--- src/stream_defs.svh ---
`ifndef STREAM_DEFS_SVH
`define STREAM_DEFS_SVH

// channel selection codes
`define CH_X 2'h0
`define CH_XY 2'h1
`define CH_RT 2'h2
`define CH_ALL 2'h3
// rate divisor exponent limit
`define RATE_EXP_MAX 5'h14
// ceiling rate in kHz and derived least period in core clocks
`define CORE_CLK_KHZ 200000
`define CEIL_RATE_KHZ 1250
`define CEIL_PERIOD_CYC (`CORE_CLK_KHZ / `CEIL_RATE_KHZ)
// sample word formats
`define FMT_FLOAT 1'b0
`define FMT_INT 1'b1
// option bits and default
`define OPT_LE_BIT 0
`define OPT_CHK_BIT 1
`define OPT_DEFAULT 2'h2
// destination port
`define PORT_MIN 16'h0400
`define PORT_DEFAULT 16'h0749
// header length in bytes
`define HDR_BYTES 11'h004
// data block lengths per size code
`define BLK_1024 11'h400
`define BLK_512 11'h200
`define BLK_256 11'h100
`define BLK_128 11'h080
// int16 limits and full-scale mapping
`define INT_MAX 16'h7FFF
`define INT_MIN 16'h8000
`define INT_FULL 16'h7333
// fifo depth
`define FIFO_DEPTH 16

`endif

--- src/stream_pkg.sv ---
package stream_pkg;
	typedef enum logic [1:0] {
		ST_IDLE = 2'b00,
		ST_HDR = 2'b01,
		ST_DATA = 2'b10
	} tx_state_t;
	typedef logic [1:0] chan_sel_t;
endpackage

--- src/sample_fifo.sv ---
`timescale 1ns/1ps
`default_nettype none
module sample_fifo #(
	parameter int WIDTH = 8,
	parameter int DEPTH = 16
) (
	// clock and reset
	input wire logic core_clk,
	input wire logic arst_n,
	// write side
	input wire logic wr_valid,
	output logic wr_ready,
	input wire logic [WIDTH-1:0] wr_data,
	// read side
	output logic rd_valid,
	input wire logic rd_ready,
	output logic [WIDTH-1:0] rd_data,
	// flush
	input wire logic clear
);
	localparam int AW = $clog2(DEPTH);
	logic [WIDTH-1:0] mem_q [DEPTH];
	logic [AW:0] wp_q, rp_q;
	wire full = (wp_q[AW] != rp_q[AW]) && (wp_q[AW-1:0] == rp_q[AW-1:0]);
	wire empty = (wp_q == rp_q);
	wire do_wr = wr_valid && !full;
	wire do_rd = rd_ready && !empty;
	assign wr_ready = !full;
	assign rd_valid = !empty;
	assign rd_data = mem_q[rp_q[AW-1:0]];
	// storage array
	always_ff @(posedge core_clk) begin
		if (do_wr) begin
			mem_q[wp_q[AW-1:0]] <= wr_data;
		end
	end
	// pointers
	always_ff @(posedge core_clk or negedge arst_n) begin
		if (!arst_n) begin
			wp_q <= '0;
			rp_q <= '0;
		end else if (clear) begin
			wp_q <= '0;
			rp_q <= '0;
		end else begin
			if (do_wr) wp_q <= wp_q + 1'b1;
			if (do_rd) rp_q <= rp_q + 1'b1;
		end
	end
	fifo_order_a: assert property (@(posedge core_clk) disable iff (!arst_n)
		full |-> !empty) else $error("fifo full and empty");
endmodule
`default_nettype wire

--- src/udp_sample_streamer.sv ---
`timescale 1ns/1ps
`default_nettype none
`include "stream_defs.svh"
module udp_sample_streamer (
	// clock and reset
	input wire logic core_clk,
	input wire logic arst_n,
	// settings from host
	input wire stream_pkg::chan_sel_t output_channel_select,
	input wire logic [4:0] rate_divisor_exponent,
	input wire logic [15:0] ceiling_div_cycles,
	input wire logic sample_word_format,
	input wire logic [1:0] packet_size_select,
	input wire logic [15:0] destination_port_number,
	input wire logic [1:0] byte_order_and_check_bits,
	input wire logic stream_on,
	input wire logic [31:0] enable_source_ip,
	// demodulator outputs, full scale at 2^24
	input wire logic [31:0] x_in,
	input wire logic [31:0] y_in,
	input wire logic [31:0] r_in,
	input wire logic [31:0] theta_in,
	input wire logic [31:0] x_float,
	input wire logic [31:0] y_float,
	input wire logic [31:0] r_float,
	input wire logic [31:0] theta_float,
	// readback
	output logic [4:0] rate_exp_readback,
	output logic streaming,
	output logic overrun,
	// byte stream out
	output logic tx_valid,
	output logic [7:0] tx_data,
	output logic tx_first,
	output logic tx_last,
	input wire logic tx_ready,
	output logic [31:0] dest_ip,
	output logic [15:0] dest_port,
	output logic check_enable
);
	import stream_pkg::*;

	// latched run settings
	logic [1:0] ch_q;
	logic [4:0] exp_q;
	logic fmt_q;
	logic [1:0] pk_q;
	logic [1:0] opt_q;
	logic [15:0] port_q;
	logic [15:0] ceil_q;
	logic on_q;
	logic [31:0] ip_q;
	logic [15:0] seq_q;

	// setting capture at off-to-on edge
	wire start = stream_on && !on_q;
	// clamp exponent and ceiling, bad port falls to default
	wire [4:0] exp_clamp = (rate_divisor_exponent > `RATE_EXP_MAX) ? `RATE_EXP_MAX : rate_divisor_exponent;
	wire [15:0] ceil_clamp = (ceiling_div_cycles < 16'(`CEIL_PERIOD_CYC)) ? 16'(`CEIL_PERIOD_CYC) : ceiling_div_cycles;
	wire [15:0] port_ok = (destination_port_number < `PORT_MIN) ? `PORT_DEFAULT : destination_port_number;

	always_ff @(posedge core_clk or negedge arst_n) begin
		if (!arst_n) begin
			on_q <= 1'b0;
			ch_q <= `CH_X;
			exp_q <= 5'h00;
			fmt_q <= `FMT_FLOAT;
			pk_q <= 2'h0;
			opt_q <= `OPT_DEFAULT;
			port_q <= `PORT_DEFAULT;
			ceil_q <= 16'(`CEIL_PERIOD_CYC);
			ip_q <= 32'h0000_0000;
		end else begin
			on_q <= stream_on;
			if (start) begin
				ch_q <= output_channel_select;
				exp_q <= exp_clamp;
				fmt_q <= sample_word_format;
				pk_q <= packet_size_select;
				opt_q <= byte_order_and_check_bits;
				port_q <= port_ok;
				ceil_q <= ceil_clamp;
				ip_q <= enable_source_ip;
			end
		end
	end

	logic [15:0] ceil_cnt_q;
	logic [19:0] div_cnt_q;
	wire ceil_tick = on_q && (ceil_cnt_q == ceil_q - 16'h0001);
	wire [19:0] div_mask = 20'((21'h1 << exp_q) - 21'h1);
	wire strobe = ceil_tick && ((div_cnt_q & div_mask) == 20'h0_0000);
	always_ff @(posedge core_clk or negedge arst_n) begin
		if (!arst_n) begin
			ceil_cnt_q <= 16'h0000;
			div_cnt_q <= 20'h0_0000;
		end else if (!on_q) begin
			ceil_cnt_q <= 16'h0000;
			div_cnt_q <= 20'h0_0000;
		end else if (ceil_tick) begin
			ceil_cnt_q <= 16'h0000;
			div_cnt_q <= div_cnt_q + 20'h0_0001;
		end else begin
			ceil_cnt_q <= ceil_cnt_q + 16'h0001;
		end
	end

	function automatic logic [15:0] to_int16(input logic [31:0] v);
		logic signed [47:0] p;
		logic signed [47:0] s;
		p = 48'(signed'(v)) * 48'sd29491;
		s = p >>> 24;
		if (s > 48'sd32767) to_int16 = `INT_MAX;
		else if (s < -48'sd32768) to_int16 = `INT_MIN;
		else to_int16 = s[15:0];
	endfunction

	wire [15:0] xi = to_int16(x_in);
	wire [15:0] yi = to_int16(y_in);
	wire [15:0] ri = to_int16(r_in);
	wire [15:0] ti = to_int16(theta_in);

	// sample set snapped by one strobe
	logic [31:0] set_q [4];
	logic [2:0] set_n_q;
	logic [2:0] set_idx_q;
	logic set_busy_q;
	wire [2:0] n_words = (ch_q == `CH_X) ? 3'd1 : (ch_q == `CH_ALL) ? 3'd4 : 3'd2;
	wire [31:0] w0 = fmt_q ? {16'h0000, (ch_q == `CH_RT) ? ri : xi} : ((ch_q == `CH_RT) ? r_float : x_float);
	wire [31:0] w1 = fmt_q ? {16'h0000, (ch_q == `CH_RT) ? ti : yi} : ((ch_q == `CH_RT) ? theta_float : y_float);
	wire [31:0] w2 = fmt_q ? {16'h0000, ri} : r_float;
	wire [31:0] w3 = fmt_q ? {16'h0000, ti} : theta_float;

	// fifo between sampler and packer
	logic fifo_wr_valid, fifo_wr_ready, fifo_rd_valid, fifo_rd_ready;
	logic [31:0] fifo_rd_data;
	assign fifo_wr_valid = set_busy_q;
	sample_fifo #(.WIDTH(32), .DEPTH(`FIFO_DEPTH)) u_fifo (
		.core_clk(core_clk),
		.arst_n(arst_n),
		.wr_valid(fifo_wr_valid),
		.wr_ready(fifo_wr_ready),
		.wr_data(set_q[set_idx_q[1:0]]),
		.rd_valid(fifo_rd_valid),
		.rd_ready(fifo_rd_ready),
		.rd_data(fifo_rd_data),
		.clear(start)
	);

	// a strobe during a busy set is dropped, not retried
	always_ff @(posedge core_clk or negedge arst_n) begin
		if (!arst_n) begin
			for (int i = 0; i < 4; i++) set_q[i] <= 32'h0000_0000;
			set_n_q <= 3'd0;
			set_idx_q <= 3'd0;
			set_busy_q <= 1'b0;
			overrun <= 1'b0;
		end else begin
			if (start) overrun <= 1'b0;
			else if (strobe && set_busy_q) overrun <= 1'b1;
			if (start) begin
				// a new run drops words left from the last one
				set_busy_q <= 1'b0;
				set_idx_q <= 3'd0;
			end else if (strobe && !set_busy_q) begin
				set_q[0] <= w0;
				set_q[1] <= w1;
				set_q[2] <= w2;
				set_q[3] <= w3;
				set_n_q <= n_words;
				set_idx_q <= 3'd0;
				set_busy_q <= 1'b1;
			end else if (set_busy_q && fifo_wr_ready) begin
				set_idx_q <= set_idx_q + 3'd1;
				if (set_idx_q + 3'd1 == set_n_q) set_busy_q <= 1'b0;
			end
		end
	end

	wire [10:0] blk_len = (pk_q == 2'h0) ? `BLK_1024 : (pk_q == 2'h1) ? `BLK_512 :
		(pk_q == 2'h2) ? `BLK_256 : `BLK_128;
	wire [10:0] pay_len = blk_len + `HDR_BYTES;
	wire [2:0] word_bytes = fmt_q ? 3'd2 : 3'd4;

	// packer state
	tx_state_t st_q;
	logic [10:0] byte_cnt_q;
	logic [1:0] wb_q;
	wire out_free = !tx_valid || tx_ready;
	// header: sequence number then channel, format and size codes
	wire [31:0] hdr = {seq_q, 8'h00, ch_q, fmt_q, opt_q[`OPT_CHK_BIT], pk_q, 2'h0};
	wire [1:0] lane = opt_q[`OPT_LE_BIT] ? wb_q : 2'(word_bytes - 3'd1 - {1'b0, wb_q});
	wire [7:0] data_byte = fifo_rd_data[{lane, 3'b000} +: 8];
	wire last_of_word = (3'({1'b0, wb_q}) == word_bytes - 3'd1);
	assign fifo_rd_ready = (st_q == ST_DATA) && out_free && last_of_word;

	always_ff @(posedge core_clk or negedge arst_n) begin
		if (!arst_n) begin
			st_q <= ST_IDLE;
			byte_cnt_q <= 11'h000;
			wb_q <= 2'h0;
			seq_q <= 16'h0000;
			tx_valid <= 1'b0;
			tx_data <= 8'h00;
			tx_first <= 1'b0;
			tx_last <= 1'b0;
		end else begin
			if (tx_valid && tx_ready) tx_valid <= 1'b0;
			case (st_q)
				ST_IDLE: begin
					if (on_q && fifo_rd_valid && out_free) begin
						st_q <= ST_HDR;
						byte_cnt_q <= 11'h000;
					end
				end
				ST_HDR: begin
					if (out_free) begin
						tx_valid <= 1'b1;
						tx_data <= hdr[8 * (3 - byte_cnt_q[1:0]) +: 8];
						tx_first <= (byte_cnt_q == 11'h000);
						tx_last <= 1'b0;
						byte_cnt_q <= byte_cnt_q + 11'h001;
						if (byte_cnt_q == `HDR_BYTES - 11'h001) begin
							st_q <= ST_DATA;
							wb_q <= 2'h0;
						end
					end
				end
				ST_DATA: begin
					if (out_free && fifo_rd_valid) begin
						tx_valid <= 1'b1;
						tx_data <= data_byte;
						tx_first <= 1'b0;
						tx_last <= (byte_cnt_q == pay_len - 11'h001);
						byte_cnt_q <= byte_cnt_q + 11'h001;
						wb_q <= last_of_word ? 2'h0 : wb_q + 2'h1;
						if (byte_cnt_q == pay_len - 11'h001) begin
							st_q <= ST_IDLE;
							seq_q <= seq_q + 16'h0001;
						end
					end
				end
				default: st_q <= ST_IDLE;
			endcase
			if (start) begin
				st_q <= ST_IDLE;
				seq_q <= 16'h0000;
			end
		end
	end

	always_ff @(posedge core_clk or negedge arst_n) begin
		if (!arst_n) begin
			rate_exp_readback <= 5'h00;
			streaming <= 1'b0;
			dest_ip <= 32'h0000_0000;
			dest_port <= `PORT_DEFAULT;
			check_enable <= 1'b1;
		end else begin
			rate_exp_readback <= exp_q;
			streaming <= on_q;
			dest_ip <= ip_q;
			dest_port <= port_q;
			check_enable <= opt_q[`OPT_CHK_BIT];
		end
	end

	// assertions
	rate_range_a: assert property (@(posedge core_clk) disable iff (!arst_n) exp_q <= `RATE_EXP_MAX)
		else $error("exponent out of range");
	port_range_a: assert property (@(posedge core_clk) disable iff (!arst_n) port_q >= `PORT_MIN)
		else $error("port below minimum");
	settings_hold_a: assert property (@(posedge core_clk) disable iff (!arst_n)
		(on_q && $past(on_q)) |-> $stable(ch_q) && $stable(fmt_q) && $stable(pk_q)) else $error("settings changed mid-run");
	ceil_limit_a: assert property (@(posedge core_clk) disable iff (!arst_n)
		ceil_q >= 16'(`CEIL_PERIOD_CYC)) else $error("ceiling above limit");
	word_count_a: assert property (@(posedge core_clk) disable iff (!arst_n)
		(strobe && !set_busy_q) |=> set_n_q == ((ch_q == `CH_X) ? 3'd1 : (ch_q == `CH_ALL) ? 3'd4 : 3'd2))
		else $error("wrong word count");
	packet_len_a: assert property (@(posedge core_clk) disable iff (!arst_n)
		(st_q == ST_DATA && out_free && fifo_rd_valid && byte_cnt_q == pay_len - 11'h001) |=> tx_last)
		else $error("last byte missing");
	header_first_a: assert property (@(posedge core_clk) disable iff (!arst_n)
		(st_q == ST_IDLE ##1 st_q == ST_HDR) |-> byte_cnt_q == 11'h000) else $error("header start wrong");
	readback_exp_a: assert property (@(posedge core_clk) disable iff (!arst_n)
		##1 rate_exp_readback == $past(exp_q)) else $error("readback not exponent");
	stop_idle_a: assert property (@(posedge core_clk) disable iff (!arst_n)
		!on_q |-> !strobe) else $error("sample while off");
	check_flag_a: assert property (@(posedge core_clk) disable iff (!arst_n)
		##1 check_enable == $past(opt_q[1])) else $error("check flag wrong");
	start_cov: cover property (@(posedge core_clk) start);
	packet_cov: cover property (@(posedge core_clk) tx_valid && tx_last);
	overrun_cov: cover property (@(posedge core_clk) overrun);
	int_cov: cover property (@(posedge core_clk) tx_valid && tx_first && fmt_q);

	// run-start and conversion guards
	start_clear_a: assert property (@(posedge core_clk) disable iff (!arst_n)
		start |=> !set_busy_q && st_q == ST_IDLE)
		else $error("stale work after start");
	overrun_sticky_a: assert property (@(posedge core_clk) disable iff (!arst_n)
		(overrun && !start) |=> overrun)
		else $error("overrun flag lost");
	full_scale_a: assert property (@(posedge core_clk) disable iff (!arst_n)
		(x_in == 32'h0100_0000) |-> xi == `INT_FULL)
		else $error("full scale not mapped");
	pos_saturate_a: assert property (@(posedge core_clk) disable iff (!arst_n)
		($signed(r_in) >= 32'sh0200_0000) |-> ri == `INT_MAX)
		else $error("positive value not saturated");
	neg_saturate_a: assert property (@(posedge core_clk) disable iff (!arst_n)
		($signed(theta_in) <= -32'sh0200_0000) |-> ti == `INT_MIN)
		else $error("negative value not saturated");
endmodule
`default_nettype wire

--- config.mk ---
export PLATFORM = sky130hd
export DESIGN_NAME = udp_sample_streamer
export DESIGN_NICKNAME = d
export VERILOG_FILES = /design/src/stream_pkg.sv /design/src/sample_fifo.sv /design/src/udp_sample_streamer.sv
export VERILOG_INCLUDE_DIRS = /design/src /design/src/src
export SDC_FILE = /design/constraint.sdc
export NUM_CORES = 2
export LEC_CHECK = 0
export ABC_AREA = 1
export BUFFER_PORTS_ARGS = -buffer_cell sky130_fd_sc_hd__buf_4
export CAP_MARGIN = 15
export CELL_PAD_IN_SITES_DETAIL_PLACEMENT = 1
export CELL_PAD_IN_SITES_GLOBAL_PLACEMENT = 1
export CORE_ASPECT_RATIO = 1.1
export CORE_MARGIN = 2
export CORE_UTILIZATION = 25
export DETAILED_ROUTE_END_ITERATION = 12
export PLACE_DENSITY = 0.47
export SYNTH_ARGS = -nofsm -noshare
export SYNTH_HDL_FRONTEND = slang
export SYNTH_SLANG_ARGS = --single-unit
--- constraint.sdc ---
create_clock -name core_clk -period 2.8 [get_ports core_clk]
set_input_delay 0.84 -clock core_clk [delete_from_list [all_inputs] [get_ports core_clk]]
set_output_delay 0.84 -clock core_clk [all_outputs]
set_load 0.005 [all_outputs]
; ---- Word level (Yosys, flattened, before mapping)
; Memory sizes are Yosys's and may differ from the RTL's.
; Index checks and enable logic that the tools add are counted.
; W data, S select, Z words.
[word_totals]
regBits = 356
ram_bits = 512
in_bits = 336
out_inout_bits = 67
n_memories = 1
[memory_table]
columns = name, depth, word_bits, rd, rd_ports_with_merged_regs, wr, line
row1 = u_fifo.mem_q, 16, 32, 1, 0, 1, sample_fifo.sv:22  ; logic [WIDTH-1:0] mem_q [DEPTH];
[op_classes]
addsub = 15
n_mul = 4
order_cmp = 12
eq_ne = 24
n_shift = 3
n_mux = 81
bitwise = 3
n_reduce_logical = 42
[op_table]
columns = cell, n
row1 = $mux W16, 18
row2 = $mux W32, 8
row3 = $mul A32 B16 Y48 const B, 4
row4 = $gt A24 B16 Y1 const B, 4
row5 = $lt A24 B16 Y1 const B, 4
row6 = $bmux W32 S2, 1
row7 = $mux W11, 4
row8 = $mux W20, 2
row9 = $pmux W11 S3, 1
row10 = $shiftx A32 B33 Y8, 1
row11 = $add A16 B1 Y16 const B, 2
row12 = $shiftx A32 B6 Y8, 1
row13 = $mux W5, 5
row14 = $mux W2, 11
row15 = $add A20 B1 Y20 const B, 1
row16 = $and A20 B20 Y20, 1
row17 = $logic_not A20 Y1, 1
row18 = $shl A1 B5 Y20 const A, 1
row19 = $sub A20 B1 Y20 const B, 1
row20 = $mux W3, 6
row21 = $eq A16 B16 Y1, 1
row22 = $lt A16 B11 Y1 const B, 1
row23 = $lt A16 B8 Y1 const B, 1
row24 = $mux W8, 2
row25 = 45 further kinds, 102

; ---- Depth between registers and ports, before layout
[logic_depth]
ltp_word = 11
depth_mapped = 37
mapped_depth_nobuf = 36

; ---- By module
; From an unflattened synthesis, not the netlist that was laid out.
[unflattened]
cells_unflattened = 9792
hier_area_um2 = 81884.8
[modules_own_cells]
columns = module, instances, cells_each, area_per_inst_um2, seq_area_each_um2
row1 = udp_sample_streamer, 1, 8120, 60924.7, 8678.3
row2 = sample_fifo, 1, 1672, 20960.1, 15625.0

; ---- Worst setup path before layout
; OpenSTA, ideal clock, no wires.
[synth_path]
path_kind = input to register
from = input theta_in[31]
to = register set_q[74] (netlist name)
setup_ps = 121
arrival_ps = 6072
slack_ps = -3394
path_stages = 26
cell_sequence = clkbuf_1 -> clkinv_1 -> fa_1 -> inv_1 -> fa_1 -> fa_1 -> inv_1 -> fa_1 -> fa_1 -> inv_1 -> ha_1 -> nand2_1 -> nor2_1 -> nand2_1 -> nor2_1 -> nand4_1 -> nand3_1 -> nand2_1 -> nand2_1 -> xor2_1 -> inv_1 -> nand2_1 -> clkbuf_1 -> nand3_1 -> nand3_1 -> a21oi_1
[synth_between]
elab_chain_len = 6
elab_cells_between_ends = 7
[synth_lines]
columns = item, line
row1 = "start, declared", udp_sample_streamer.sv:22  ; input wire logic [31:0] theta_in,
row2 = $mul A32 B16 Y48 (*), udp_sample_streamer.sv:111  ; p = 48'(signed'(v)) * 48'sd29491;
row3 = $lt A24 B16 Y1, udp_sample_streamer.sv:114  ; else if (s < -48'sd32768) to_int16 = `INT_MIN;
row4 = $mux W16, udp_sample_streamer.sv:114
row5 = $mux W16 (*), udp_sample_streamer.sv:113  ; if (s > 48'sd32767) to_int16 = `INT_MAX;
row6 = $mux W16 (*), udp_sample_streamer.sv:130  ; wire [31:0] w1 = fmt_q ? {16'h0000, (ch_q == `CH_RT) ? ti : yi} : ((ch_q == `CH_RT) ? theta_float : y_float);
row7 = $mux W32 (*), udp_sample_streamer.sv:130
row8 = "end, declared", udp_sample_streamer.sv:124  ; logic [31:0] set_q [4];
; Mark *: on every way between the ends. The rest lies on a longest branch, timed or not.
; A chain may end at the register's enable or synchronous reset.

; ---- Final worst setup path
[layout_path]
from = input theta_in[30]
to = register set_q[13] (netlist name)
[layout_between]
elab_chain_len = 5
elab_cells_between_ends = 6
[layout_lines]
columns = item, line
row1 = $mul A32 B16 Y48 (*), udp_sample_streamer.sv:111
row2 = $lt A24 B16 Y1, udp_sample_streamer.sv:114
row3 = $mux W16, udp_sample_streamer.sv:114
row4 = $mux W16 (*), udp_sample_streamer.sv:113
row5 = $mux W32 (*), udp_sample_streamer.sv:132  ; wire [31:0] w3 = fmt_q ? {16'h0000, ti} : theta_float;
; Marked as above.

==> impl_results.md <==
- Largest net degree at the start of global routing: 84
- Req. time, crit path: 3.39 ns
- Final max-slew violation count: 0
- Vias: 68800
- Final Hold Fails: 0
- IO buf count: 402
- Status: finished, violations left
- Slowest stage delay, CP: 0.53 ns
- Mapped Cells: 9627
- Grt total ovfl: 0
- Final instance area: 0.110 mm²
- Register-to-Register Setup Slack: -0.35 ns
- Max cap viols: 0
- CTS tree: done
- Worst-Skew Late Latency: 0.74 ns
- Period utilisation layout: 2.02
- Initial antenna violation count: 29
- Nets: 13100
- # rows: 219
- Post-synth design cell area: 0.0812 mm²
- Worst Path Max Fanout: 8
- Post-synth ARST share: 0.410
- Unrepaired setup endpoints after global routing: true
- Worst Hold Class: primary input to async pin
- Max H-tree Level: 3
- Sequential share of the synthesized area: 0.299
- Crit end category: flip-flop
- Violated checks: negative setup slack
- Post-route insts no fill: 15600
- Number of global-route vias before repair: 77900
- Slew @ Worst Pin: 1.20 ns
- DIE AREA: 0.330 mm²
- Clk buf depth: 3
- RR Startpoint: exp_q[0]$_DFFE_PN0P_
- Effective utilization at floorplan: 0.251
- Achievable Freq: 177 MHz
- Pre-antenna DRT Iters: 5
- Iteration-0 DRC Markers: 2704
- #FFs+latches synth: 868
- Tmin final: 5.66 ns
- Vias per cell: 4.42
- Reg2Reg Depth: 22
- DRC viols: 0
- GP Congestion: 0.871
- Ys Warns: 0
- CTS Buf Count: 97
- Synth Flop Type: edfxtp_1
- Post-DP HPWL: 252 mm
- Overall global routing resource usage: 0.188
- Floorplan Core Area: 0.323 mm²
- Placed Cells: 15300
- Synthesis-to-finish area growth: 35.9%
- First-pass GRT wire length: 476 mm
- Share of cells above drive strength 1: 0.283
- CP max-delay cell: fa_1
- Syn_nets: 11500
- Overall routed net length: 313 mm
- Fin worst setup slack: -2.86 ns
- Number of flops mapped to enable cells by yosys: 512
- Clock-pin slew on the worst setup and hold paths: 0.06 ns
- Routed wire per std cell: 20.1 µm
- Die Wd: 548 µm
- Slew headroom: 0.200
- Ports: 403
- Kind of critical path: primary input to flip-flop
- DP Area: 0.101 mm²
- Worst Skew: 0.0781 ns
- Clk root buf: clkbuf_16
- Distinct cells, synth: 62
- Setup violators final: 134
- Mean Syn Cell Area: 8.44 µm²
- CTS sink count: 868
- RR Endpoint: set_q[119]$_DFFE_PN0P_
- Die Y-Extent: 602 µm
- Critical Path AT: 6.25 ns
- Post-route ant nets: 0
- Worst Setup Start Kind: primary input
[cells in the final DEF (no fill, tap or decap), types with 41 or more instances in the layout]
| cell | Yosys | final |
|---|---|---|
| nand3_2 | 3 | 97 |
| buf_4 | 4 | 1567 |
| o22ai_1 | 171 | 169 |
| fa_2 | 0 | 61 |
| nand4_1 | 96 | 96 |
| a21oi_2 | 0 | 90 |
| nand2_1 | 1825 | 1502 |
| nand3_1 | 316 | 217 |
| edfxtp_1 | 512 | 512 |
| nor2_4 | 3 | 92 |
| o21ai_2 | 1 | 47 |
| xnor2_1 | 67 | 61 |
| nand2_4 | 1 | 116 |
| nand2_2 | 5 | 210 |
| clkbuf_16 | 0 | 106 |
| xor2_1 | 124 | 110 |
| buf_12 | 0 | 80 |
| nor2_1 | 858 | 670 |
| ha_4 | 0 | 220 |
| inv_1 | 2228 | 2113 |
| a21oi_1 | 345 | 241 |
| ha_1 | 723 | 497 |
| nor2_2 | 9 | 108 |
| nor3_1 | 73 | 41 |
| o21ai_0 | 543 | 514 |
| dfrtp_1 | 340 | 334 |
| inv_2 | 9 | 112 |
| fa_1 | 824 | 763 |
| o21ai_1 | 64 | 46 |
[stage by stage]
stage | hold slack, ns | util | worst slack, ns | setup TNS [ns]
after floorplan | 0.352 | - | -2.82 | -172.29
after global placement | 0.355 | 0.313 | -3.95 | -256.84
after detailed placement | 0.358 | 0.313 | -3.97 | -263.44
after CTS | 0.0430 | 0.331 | -2.86 | -195.74
after global routing | 0.0660 | 0.341 | -3.05 | -221.70
final | 0.0743 | 0.341 | -2.86 | -192.57
[cell families (layout without fill, tap and decap cells)]
family                   Yosys count  count (layout)  share of synthesized area
AO/OA/AOI/OAI                   1258            1258                     0.0846
XOR/XNOR                         192             192                     0.0208
adder cells (fa/ha/maj)         1549            1549                      0.315
buffers and inverters           2485            4125                      0.116
flip-flops                       868             868                      0.299
multiplexers                       4               4                   0.000524
other                              0               5                          0
AND/OR/NAND/NOR                 3271            3273                      0.164
[flip-flops by register name (all words and copies together), names as in the netlist, 8 cells and up]
register      count
seq_q            16
div_cnt_q        20
dest_port        16
set_q           128
byte_cnt_q       11
dest_ip          32
port_q           16
ip_q             32
ceil_q           16
ceil_cnt_q       16
tx_data           8
u_fifo.mem_q    512
[final cells by class]
cell class                      count  area [µm²]
Fill cell                       37700      213000
Multi-Input combinational cell   6276       54600
Sequential cell                   868       24300
Timing Repair Buffer             1703       14300
Inverter                         2244        8500
Tap cell                         4309        5390
Clock buffer                      123        2610
Clock inverter                     55         696
Antenna cell                        5        12.5
[Yosys cell counts, drive strengths merged (12+ instances only)]
cell type	n	area, µm²
edfxtp	512	15400
o31ai	13	97.6
buf	54	324
or2	22	138
nor4	21	138
xnor2	67	587
inv	2237	8400
nand3b	12	90.1
fa	824	16500
nand4	97	613
clkbuf	187	702
a31oi	14	87.6
nand3	319	1610
dfstp	16	420
nor3	74	375
o22ai	171	1070
a21oi	345	1730
ha	723	9050
xor2	125	1100
nand2	1831	6890
o21ai	608	3050
o21bai	43	323
dfrtp	340	8510
nor2	870	3310
[worst max-delay path by stage]
| stage | start | endpoint | depth (start not counted) |
|---|---|---|---|
| 6_report | theta_in[30] | set_q[13]$_DFFE_PN0P_ | 32 |
| 5_1_grt | theta_in[27] | set_q[77]$_DFFE_PN0P_ | 31 |
| 4_1_cts | theta_in[10] | set_q[71]$_DFFE_PN0P_ | 33 |
| 3_5_place_dp | theta_in[30] | set_q[69]$_DFFE_PN0P_ | 31 |
| 3_3_place_gp | theta_in[30] | set_q[69]$_DFFE_PN0P_ | 31 |
| 2_1_floorplan | x_in[30] | set_q[101]$_DFFE_PN0P_ | 33 |
[layer usage]
metal  share of wire  vias to the layer above  GRT usage  routed length (µm)
met2            0.53                      677      0.356              165000
met3           0.023                      305     0.0169                7290
met5         0.00048                        -          0                 149
met1            0.42                    34700      0.226              132000
li1                -                    33100          -                   -
met4           0.027                       26     0.0445                8580
[worst max-delay path: cells and delay by family]
family | cells | cell delay (ns)
and+or+nand+nor | 14 | 1.32
buffers and inverters | 10 | 0.94
adders and majority gates | 7 | 2.87
xor gates and xnor gates | 1 | 0.25
[what timing repair did]
action,in CTS,in global routing
hold endpoints to repair,0,0
pin swaps,168,232
setup endpoints to repair,141,181
gates resized for setup,490,683
setup buffers,43,51
hold buffers,0,0
cloned,10,12
Power is not shown: default switching activity piles up to over one toggle a cycle in this logic, so the estimate is an artifact.
